### config.mk
export PLATFORM = sky130hd
export DESIGN_NAME = nco_core
export DESIGN_NICKNAME = d
export VERILOG_FILES = /design/src/hdl/nco_pkg.sv /design/src/hdl/nco_core.sv
export SDC_FILE = /design/constraint.sdc
export NUM_CORES = 1
export LEC_CHECK = 0
export ABC_CLOCK_PERIOD_IN_PS = 4050
export BUFFER_PORTS_ARGS = -buffer_cell sky130_fd_sc_hd__buf_2
export CAP_MARGIN = 20
export CELL_PAD_IN_SITES_DETAIL_PLACEMENT = 1
export CELL_PAD_IN_SITES_GLOBAL_PLACEMENT = 2
export CORE_UTILIZATION = 37
export DETAILED_ROUTE_END_ITERATION = 7
export PLACE_DENSITY_LB_ADDON = 0.05
export SYNTH_ARGS = -nofsm -noshare
export SYNTH_HDL_FRONTEND = slang
export SYNTH_SLANG_ARGS = --single-unit
### constraint.sdc
create_clock -name clk -period 4.05 [get_ports clk]
set_clock_uncertainty 0.1 [all_clocks]
set_input_delay 0.6075 -clock clk [delete_from_list [all_inputs] [get_ports clk]]
set_output_delay 0.6075 -clock clk [all_outputs]
set_load 0.01 [all_outputs]
### src/hdl/nco_pkg.sv
package nco_pkg;
   // ----------------------------------------
   // register byte addresses
   // ----------------------------------------
   localparam logic [7:0] OFS_CON = 8'h00;
   localparam logic [7:0] OFS_CLK = 8'h04;
   localparam logic [7:0] OFS_ACCL = 8'h08;
   localparam logic [7:0] OFS_ACCH = 8'h0C;
   localparam logic [7:0] OFS_ACCU = 8'h10;
   localparam logic [7:0] OFS_INCL = 8'h14;
   localparam logic [7:0] OFS_INCH = 8'h18;
   localparam logic [7:0] OFS_IRQ = 8'h1C;
   // ----------------------------------------
   // control register fields
   // ----------------------------------------
   localparam int CON_EN_BIT = 7;
   localparam int CON_OE_BIT = 6;
   localparam int CON_OUT_BIT = 5;
   localparam int CON_POL_BIT = 4;
   localparam int CON_PFM_BIT = 0;
   // ----------------------------------------
   // clock register fields
   // ----------------------------------------
   localparam int CLK_PWS_LSB = 5;
   localparam int CLK_CKS_LSB = 0;
   // ----------------------------------------
   // interrupt register fields
   // ----------------------------------------
   localparam int IRQ_FLAG_BIT = 0;
   localparam int IRQ_IE_BIT = 1;
   // ----------------------------------------
   // widths and reset values
   // ----------------------------------------
   localparam int ACC_W = 20;
   localparam int INC_W = 16;
   localparam int PCNT_W = 8;
   localparam logic [7:0] BYTE_RESET = 8'h00;
   localparam logic [19:0] ACC_RESET = 20'h00000;
   localparam logic [15:0] INC_RESET = 16'h0000;
   // ----------------------------------------
   // clock source codes
   // ----------------------------------------
   typedef enum logic [1:0] {
      CKS_EXT_PIN = 2'h0,
      CKS_SYS_OSC = 2'h1,
      CKS_HF_OSC = 2'h2,
      CKS_LOGIC_CELL = 2'h3
   } clk_src_t;
endpackage

### src/hdl/nco_core.sv
// Overview of operation
// - 20-bit accumulator, three byte registers
// - each selected clock rising edge adds increment
// - adder carry is the raw overflow event
// - 16-bit increment from low/high byte registers
// - hidden active buffer, immediate when disabled
// - enabled: low byte write loads on tick
// - four clock sources chosen by select field
// - fixed duty mode toggles on overflow
// - pulse select bit chooses the mode
// - pulse mode: active for width, then inactive
// - pulse goes active on overflow edge
// - three-bit field gives pulse width
// - polarity bit inverts the final output
// - polarity change raises interrupt if enabled
// - output level readable and exported
// - overflow sets the interrupt flag
// - flag stays set until software clears
// - reset clears every register
// - counting sources sampled and edge-detected on clk
// - hf oscillator kept on when selected while module enabled
// - source codes 11/10/01/00 decoded
// - width is two to the code periods
// - block runs only with module enable
// - pin driven only with pin enable
`timescale 1ns/1ps
module nco_core (
   // clock and reset
   input wire logic clk,
   input wire logic rst_n,
   // apb slave
   input wire logic psel,
   input wire logic penable,
   input wire logic pwrite,
   input wire logic [7:0] paddr,
   input wire logic [31:0] pwdata,
   output logic [31:0] prdata,
   output logic pready,
   output logic pslverr,
   // counting clock sources
   input wire logic internal_hf_osc,
   input wire logic system_osc,
   input wire logic logic_cell_output,
   input wire logic external_clock_pin,
   // outputs
   output logic output_state,
   output logic nco_pin_out,
   output logic nco_pin_oe,
   output logic overflow_irq_flag,
   output logic hf_osc_keep_on
);
   // ----------------------------------------
   // registers
   // ----------------------------------------
   logic module_enable_reg;
   logic output_pin_enable_reg;
   logic output_polarity_reg;
   logic pulse_freq_select_reg;
   logic [2:0] pulse_width_select_reg;
   logic [1:0] clock_source_select_reg;
   logic [19:0] phase_accumulator_reg;
   logic [7:0] inc_low_reg;
   logic [7:0] inc_high_reg;
   logic [15:0] inc_active_reg;
   logic inc_pending_reg;
   logic flag_reg;
   logic irq_enable_reg;
   logic raw_out_reg;
   logic [7:0] pulse_cnt_reg;
   logic out_reg;
   logic [31:0] prdata_reg;
   logic pready_reg;
   logic pslverr_reg;
   logic pin_oe_reg;
   logic hf_keep_reg;
   logic [3:0] src_sync1_reg;
   logic [3:0] src_sync2_reg;
   logic src_last_reg;

   // ----------------------------------------
   // helpers
   // ----------------------------------------
   function automatic logic [7:0] width_count(input logic [2:0] code);
      width_count = 8'(8'h01 << code);
   endfunction

   // ----------------------------------------
   // bus decode
   // ----------------------------------------
   logic acc_phase;
   logic wr_en;
   logic rd_cap;
   logic addr_ok;
   logic [7:0] wbyte;
   assign acc_phase = psel & penable & pready_reg;
   assign wr_en = acc_phase & pwrite;
   assign rd_cap = psel & penable & ~pready_reg;
   assign wbyte = pwdata[7:0];
   assign addr_ok = (paddr[1:0] == 2'h0) && (paddr <= nco_pkg::OFS_IRQ);

   function automatic logic hit(input logic [7:0] a, input logic [7:0] ofs);
      hit = (a == ofs);
   endfunction

   logic wr_con;
   logic wr_clk;
   logic wr_accl;
   logic wr_acch;
   logic wr_accu;
   logic wr_incl;
   logic wr_inch;
   logic wr_irq;
   assign wr_con = wr_en & hit(paddr, nco_pkg::OFS_CON);
   assign wr_clk = wr_en & hit(paddr, nco_pkg::OFS_CLK);
   assign wr_accl = wr_en & hit(paddr, nco_pkg::OFS_ACCL);
   assign wr_acch = wr_en & hit(paddr, nco_pkg::OFS_ACCH);
   assign wr_accu = wr_en & hit(paddr, nco_pkg::OFS_ACCU);
   assign wr_incl = wr_en & hit(paddr, nco_pkg::OFS_INCL);
   assign wr_inch = wr_en & hit(paddr, nco_pkg::OFS_INCH);
   assign wr_irq = wr_en & hit(paddr, nco_pkg::OFS_IRQ);

   // ----------------------------------------
   // apb answer: one wait state
   // ----------------------------------------
   always_ff @(posedge clk or negedge rst_n) begin
      if (!rst_n) begin
         pready_reg <= 1'b0;
         pslverr_reg <= 1'b0;
      end else begin
         pready_reg <= rd_cap;
         pslverr_reg <= rd_cap & ~addr_ok;
      end
   end
   logic [31:0] rd_mux;
   always_comb begin
      rd_mux = 32'h00000000;
      unique case (paddr)
         nco_pkg::OFS_CON: rd_mux[7:0] = {module_enable_reg, output_pin_enable_reg,
            out_reg, output_polarity_reg, 3'h0, pulse_freq_select_reg};
         nco_pkg::OFS_CLK: rd_mux[7:0] = {pulse_width_select_reg, 3'h0,
            clock_source_select_reg};
         nco_pkg::OFS_ACCL: rd_mux[7:0] = phase_accumulator_reg[7:0];
         nco_pkg::OFS_ACCH: rd_mux[7:0] = phase_accumulator_reg[15:8];
         nco_pkg::OFS_ACCU: rd_mux[7:0] = {4'h0, phase_accumulator_reg[19:16]};
         nco_pkg::OFS_INCL: rd_mux[7:0] = inc_low_reg;
         nco_pkg::OFS_INCH: rd_mux[7:0] = inc_high_reg;
         nco_pkg::OFS_IRQ: rd_mux[7:0] = {6'h00, irq_enable_reg, flag_reg};
         default: rd_mux = 32'h00000000;
      endcase
   end
   always_ff @(posedge clk or negedge rst_n) begin
      if (!rst_n) begin
         prdata_reg <= 32'h00000000;
      end else if (rd_cap) begin
         prdata_reg <= pwrite ? 32'h00000000 : rd_mux;
      end
   end

   // ----------------------------------------
   // control registers
   // ----------------------------------------
   always_ff @(posedge clk or negedge rst_n) begin
      if (!rst_n) begin
         module_enable_reg <= 1'b0;
         output_pin_enable_reg <= 1'b0;
         output_polarity_reg <= 1'b0;
         pulse_freq_select_reg <= 1'b0;
      end else if (wr_con) begin
         module_enable_reg <= wbyte[nco_pkg::CON_EN_BIT];
         output_pin_enable_reg <= wbyte[nco_pkg::CON_OE_BIT];
         output_polarity_reg <= wbyte[nco_pkg::CON_POL_BIT];
         pulse_freq_select_reg <= wbyte[nco_pkg::CON_PFM_BIT];
      end
   end

   always_ff @(posedge clk or negedge rst_n) begin
      if (!rst_n) begin
         pulse_width_select_reg <= 3'h0;
         clock_source_select_reg <= 2'h0;
      end else if (wr_clk) begin
         pulse_width_select_reg <= wbyte[nco_pkg::CLK_PWS_LSB +: 3];
         clock_source_select_reg <= wbyte[nco_pkg::CLK_CKS_LSB +: 2];
      end
   end

   // ----------------------------------------
   // clock source select and edge detect
   // ----------------------------------------
   // each source is sampled by clk, so it must stay below half the clk rate
   always_ff @(posedge clk or negedge rst_n) begin
      if (!rst_n) begin
         src_sync1_reg <= 4'h0;
         src_sync2_reg <= 4'h0;
      end else begin
         src_sync1_reg <= {logic_cell_output, internal_hf_osc, system_osc,
            external_clock_pin};
         src_sync2_reg <= src_sync1_reg;
      end
   end
   logic src_level;
   always_comb begin
      unique case (nco_pkg::clk_src_t'(clock_source_select_reg))
         nco_pkg::CKS_EXT_PIN: src_level = src_sync2_reg[0];
         nco_pkg::CKS_SYS_OSC: src_level = src_sync2_reg[1];
         nco_pkg::CKS_HF_OSC: src_level = src_sync2_reg[2];
         nco_pkg::CKS_LOGIC_CELL: src_level = src_sync2_reg[3];
      endcase
   end
   always_ff @(posedge clk or negedge rst_n) begin
      if (!rst_n) begin
         src_last_reg <= 1'b0;
      end else begin
         src_last_reg <= src_level;
      end
   end
   // counting steps only on source rising edges, as detected by sampling on clk
   logic tick;
   assign tick = src_level & ~src_last_reg & module_enable_reg;

   // ----------------------------------------
   // increment double buffer
   // ----------------------------------------
   always_ff @(posedge clk or negedge rst_n) begin
      if (!rst_n) begin
         inc_low_reg <= nco_pkg::BYTE_RESET;
         inc_high_reg <= nco_pkg::BYTE_RESET;
      end else begin
         if (wr_incl) begin
            inc_low_reg <= wbyte;
         end
         if (wr_inch) begin
            inc_high_reg <= wbyte;
         end
      end
   end

   // high byte must already be written when the low byte arms the load
   always_ff @(posedge clk or negedge rst_n) begin
      if (!rst_n) begin
         inc_active_reg <= nco_pkg::INC_RESET;
         inc_pending_reg <= 1'b0;
      end else if (!module_enable_reg) begin
         inc_pending_reg <= 1'b0;
         if (wr_incl) begin
            inc_active_reg <= {inc_high_reg, wbyte};
         end else if (wr_inch) begin
            inc_active_reg <= {wbyte, inc_low_reg};
         end
      end else begin
         if (tick && inc_pending_reg) begin
            inc_active_reg <= {inc_high_reg, inc_low_reg};
         end
         inc_pending_reg <= wr_incl | (inc_pending_reg & ~tick);
      end
   end

   // ----------------------------------------
   // accumulator and adder
   // ----------------------------------------
   logic [20:0] sum;
   logic ovf;
   assign sum = {1'b0, phase_accumulator_reg} + {5'h00, inc_active_reg};
   assign ovf = tick & sum[20];
   logic sw_acc_wr;
   assign sw_acc_wr = wr_accl | wr_acch | wr_accu;

   always_ff @(posedge clk or negedge rst_n) begin
      if (!rst_n) begin
         phase_accumulator_reg <= nco_pkg::ACC_RESET;
      end else if (sw_acc_wr) begin
         if (wr_accl) begin
            phase_accumulator_reg[7:0] <= wbyte;
         end
         if (wr_acch) begin
            phase_accumulator_reg[15:8] <= wbyte;
         end
         if (wr_accu) begin
            phase_accumulator_reg[19:16] <= wbyte[3:0];
         end
      end else if (tick) begin
         phase_accumulator_reg <= sum[19:0];
      end
   end

   // ----------------------------------------
   // output shaping
   // ----------------------------------------
   // widths longer than the overflow period simply restart on the next overflow
   always_ff @(posedge clk or negedge rst_n) begin
      if (!rst_n) begin
         raw_out_reg <= 1'b0;
         pulse_cnt_reg <= 8'h00;
      end else if (!module_enable_reg) begin
         raw_out_reg <= 1'b0;
         pulse_cnt_reg <= 8'h00;
      end else if (!pulse_freq_select_reg) begin
         pulse_cnt_reg <= 8'h00;
         if (ovf) begin
            raw_out_reg <= ~raw_out_reg;
         end
      end else if (ovf) begin
         raw_out_reg <= 1'b1;
         pulse_cnt_reg <= 8'(width_count(pulse_width_select_reg) - 8'h01);
      end else if (tick) begin
         if (pulse_cnt_reg == 8'h00) begin
            raw_out_reg <= 1'b0;
         end else begin
            pulse_cnt_reg <= 8'(pulse_cnt_reg - 8'h01);
         end
      end
   end

   always_ff @(posedge clk or negedge rst_n) begin
      if (!rst_n) begin
         out_reg <= 1'b0;
         pin_oe_reg <= 1'b0;
         hf_keep_reg <= 1'b0;
      end else begin
         out_reg <= raw_out_reg ^ output_polarity_reg;
         pin_oe_reg <= output_pin_enable_reg;
         hf_keep_reg <= module_enable_reg &&
            (clock_source_select_reg == nco_pkg::CKS_HF_OSC);
      end
   end

   // ----------------------------------------
   // interrupt flag
   // ----------------------------------------
   logic pol_evt;
   assign pol_evt = irq_enable_reg & wr_con &
      (wbyte[nco_pkg::CON_POL_BIT] != output_polarity_reg);
   always_ff @(posedge clk or negedge rst_n) begin
      if (!rst_n) begin
         flag_reg <= 1'b0;
         irq_enable_reg <= 1'b0;
      end else begin
         if (wr_irq) begin
            irq_enable_reg <= wbyte[nco_pkg::IRQ_IE_BIT];
         end
         // a new event in the clearing cycle keeps the flag set
         if (ovf || pol_evt) begin
            flag_reg <= 1'b1;
         end else if (wr_irq && !wbyte[nco_pkg::IRQ_FLAG_BIT]) begin
            flag_reg <= 1'b0;
         end
      end
   end

   assign prdata = prdata_reg;
   assign pready = pready_reg;
   assign pslverr = pslverr_reg;
   assign output_state = out_reg;
   assign nco_pin_out = out_reg;
   assign nco_pin_oe = pin_oe_reg;
   assign overflow_irq_flag = flag_reg;
   assign hf_osc_keep_on = hf_keep_reg;

   // ----------------------------------------
   // checks
   // ----------------------------------------
   AST_ACC_ADD: assert property (@(posedge clk) disable iff (!rst_n)
      (tick && !sw_acc_wr) |=> phase_accumulator_reg == $past(sum[19:0]))
      else $error("accumulator did not add increment");
   AST_ACC_HOLD: assert property (@(posedge clk) disable iff (!rst_n)
      (!module_enable_reg && !sw_acc_wr) |=> $stable(phase_accumulator_reg))
      else $error("accumulator moved while disabled");
   AST_FLAG_SET: assert property (@(posedge clk) disable iff (!rst_n)
      ovf |=> flag_reg)
      else $error("overflow did not set flag");
   AST_FLAG_HOLD: assert property (@(posedge clk) disable iff (!rst_n)
      (flag_reg && !wr_irq) |=> flag_reg)
      else $error("flag cleared without software");
   AST_FDC_TOGGLE: assert property (@(posedge clk) disable iff (!rst_n)
      (ovf && !pulse_freq_select_reg) |=> raw_out_reg != $past(raw_out_reg))
      else $error("fixed duty output did not toggle");
   AST_PF_ACTIVE: assert property (@(posedge clk) disable iff (!rst_n)
      (ovf && pulse_freq_select_reg) |=> raw_out_reg ##1 out_reg == !output_polarity_reg)
      else $error("pulse not active after overflow");
   AST_DIS_IDLE: assert property (@(posedge clk) disable iff (!rst_n)
      !module_enable_reg |=> !raw_out_reg)
      else $error("output active while disabled");
   AST_POL_OUT: assert property (@(posedge clk) disable iff (!rst_n)
      1'b1 |=> out_reg == ($past(raw_out_reg) ^ $past(output_polarity_reg)))
      else $error("polarity stage wrong");
   AST_INC_IMM: assert property (@(posedge clk) disable iff (!rst_n)
      (wr_incl && !module_enable_reg) |=> inc_active_reg[7:0] == $past(wbyte))
      else $error("increment not loaded at once");
   AST_PIN_OE: assert property (@(posedge clk) disable iff (!rst_n)
      !output_pin_enable_reg |=> !nco_pin_oe)
      else $error("pin driven while disabled");
endmodule

==> impl_results.md <==
* CTS clk-pin slew, worst paths at 80 ps
* GP Congestion at 0.829
* CTS H-tree lvls at 3
* DR vias at 4,461
* Die Y-Extent at 126 um
* GRT busiest layer: met2
* Place WS at 327 ps
* Post-CTS Resized at 0
* Hold Vio Cnt, Final at 0
* Worst slew margin at 36.6%
* Syn avg cell area at 10.3 um2
* Final critical-path required period at 3690 ps
* Remaining Overflow, GRT at 0
* EDFF count, synth at 0
* Slew Limit Fails at 0
* RSZ-0062 raised after global routing: false
* Startpoint types: flip-flop
* Final setup fails at 0
* ANT nets after route at 0
* Layout Utilization at 42.5%
* Antenna violations before repair at 0
* Hold Buf Count CTS at 0
* Finished Cell Area at 6280 um2
* Global Route Usage Sum at 23.4%
* CTS Buf Count at 9
* Kind of cell adding the most delay to the critical path: compound AO/OA/AOI/OAI gates
* Maximum vdd drop at 0.213 mV
* Crit. End Element: flip-flop
* Max Fclk at 271 MHz
* Pwr/cell area at 305 nW/um2
* Core Area at 14,800 um2
* Total power at 1.92 mW
* Clock Tree Root: clkbuf_16
* Post-synth cell types at 74
* Post-synth top flop: dfrtp_1
* Pleak at 2.98 nW
* Skew-Pair Late Insertion Delay at 360 ps
* Sink Count at 95
* Ys async rst share at 100%
* 1st-pass router iterations at 4
* Cell Rows at 44
* Placed insts at 758
* CTS max path bufs at 2
* Fin Hold WS at 86.1 ps
* CP required at 4210 ps
* Final WL at 17,300 um
* Hold/Removal Path Class: in2async
* Sequential element share of the synthesized area at 42.0%
* Die width at 126 um
* Largest net degree at the start of global routing at 77
* GR Layer Usage met3 at 2.76%
* Crit path DAT at 3850 ps
* Critical path cell sequence: ha_1, fa_1, a211oi_1, o211ai_1, a31oi_2, a211o_1, nor4_1, a21oi_1, ha_1, or4b_1, xnor2_1, nor2_1, a311oi_1
* Worst Path Buf+Inv at 0
* Final Non-Filler Cells at 775
* Netlist Area Pre-Place at 5660 um2
* Slew @ Worst Pin at 950 ps
* Post-Synthesis Cells at 548
* Largest register FFs at 20
* Vias in the first global route at 4,540
* CP Max Fanout at 4
* I/O Buffers at 39
* Placed cell areas at 5960 um2
* Reg2reg end: pulse_cnt_reg[6]$_DFFE_PN0P_
* Fin crit share at 91.2%
* Share of cells above drive strength 1 at 22.3%
* Setup_tns at 0 ps
* Routing usage on met2 at 36.2%
* R2r setup slk at 360 ps
* Crit-path slowest cell: or4b_1
* Max cap viols at 0
* P&R area growth vs syn at 10.9%
* DR iter-0 viols at 268
* Final WS setup at 356 ps
* # diodes at 0
* DRC at 0
* Met1 usage at 34.5%
* Starting Density at 38.4%
* Critical path's largest stage delay at 450 ps
* Global-route wire length before repair at 27,600 um
* Via-per-instance ratio at 5.76
* Yosys reg bits at 95
* Placed wire-length estimate at 13,100 um
* Fill cells at 1,684
* Yosys Warn Count at 0
* CTS tree: done
* Die ar. at 15,800 um2
* R2R cell count at 13
* Worst r2r src: phase_accumulator_reg[0]$_DFFE_PN0P_
* Status: complete, no violations
* Setup Buffers After CTS at 0
* Io pins at 88
* Most used cell along the critical path: ha_1
* Final nets at 653
* Worst Path Class, Setup: reg2reg
* Routed length per instance at 22.3 um
[cell usage after synthesis (4+ instances only)]
master    count  area [um2]
a211oi_1      8        60.1
a21o_1       15         113
a21oi_1      33         165
a222oi_1      4        40.0
a22oi_1      13        97.6
a31oi_1      15        93.8
and2_1        4        25.0
and3_1        5        31.3
buf_2         4        20.0
buf_4        26         195
clkbuf_1     12        45.0
dfrtp_1      95        2380
ha_1         17         213
inv_1         8        30.0
mux2_1        5        56.3
mux2_2       50         563
mux2i_1       5        50.1
nand2_1      41         154
nand3_1      13        65.1
nor2_1       33         124
nor2b_1       5        31.3
nor3_1       12        60.1
o211ai_1      8        60.1
o21a_1        4        30.0
o21ai_0      17        85.1
xnor2_1      12         105
xor2_1        7        61.3
[cell type report]
class                   instances  area (um2)  area share [%]
clock buffers                   9         225            3.59
clock inverters                 7        61.3           0.977
inverters                       8        30.0           0.478
multi-input cells             423        3060            48.7
flip-flops and latches         95        2380            37.9
well taps                     184         230            3.67
repair buffers                 49         293            4.67
[power by group]
group / leakage, nW / total [mW] / switching [mW] / internal (mW)
combinational: 1.55 / 0.107 / 0.0748 / 0.0321
sequential: 1.28 / 0.966 / 0.00769 / 0.958
clock: 0.140 / 0.845 / 0.415 / 0.430
total: 2.98 / 1.92 / 0.497 / 1.42
[cells by family (layout without fill, tap and decap cells)]
| group | count (synthesis) | in the layout | share of synthesized area (%) |
|---|---|---|---|
| xor+xnor | 19 | 19 | 2.94 |
| mux | 61 | 61 | 12.2 |
| other cells | 1 | 24 | 0.0662 |
| compound gates | 151 | 151 | 18.9 |
| buf+inv | 53 | 73 | 5.61 |
| fa+ha+maj | 18 | 18 | 4.11 |
| simple gates | 150 | 150 | 14.2 |
| flops | 95 | 95 | 42.0 |
[layer usage]
layer	wire, um	up-vias	part of all wire, %
li1	-	2088	-
met1	8750	2268	51
met2	7710	93	45
met3	664	12	3.8
met4	189	0	1.1
met5	0	-	0
[how the worst max path moves through the flow]
stage,startpoint,end,slack [ps],cells after the start
after floorplan,phase_accumulator_reg[0]$_DFFE_PN0P_,pulse_cnt_reg[6]$_DFFE_PN0P_,330,14
after detailed placement,phase_accumulator_reg[0]$_DFFE_PN0P_,pulse_cnt_reg[6]$_DFFE_PN0P_,330,13
after global placement,phase_accumulator_reg[0]$_DFFE_PN0P_,pulse_cnt_reg[6]$_DFFE_PN0P_,400,13
final,phase_accumulator_reg[0]$_DFFE_PN0P_,pulse_cnt_reg[6]$_DFFE_PN0P_,360,13
after global routing,phase_accumulator_reg[0]$_DFFE_PN0P_,pulse_cnt_reg[6]$_DFFE_PN0P_,170,13
after CTS,phase_accumulator_reg[0]$_DFFE_PN0P_,pulse_cnt_reg[6]$_DFFE_PN0P_,280,13
[cells in the final DEF (no fill, tap or decap), drive strengths merged, types with 7 or more instances in the layout]
master and n:
nor3 13, nand2 43, o21ai 18, nand3 13, dfrtp 95, ha 17, a211oi 9, nor2 33
conb 24, a22oi 13, a21o 15, xnor2 12, xor2 7, a21oi 35, mux2 55, clkbuf 9
inv 12, buf 49, o211ai 8, a31oi 16
No activity file was read; power rests on OpenSTA's default activity.
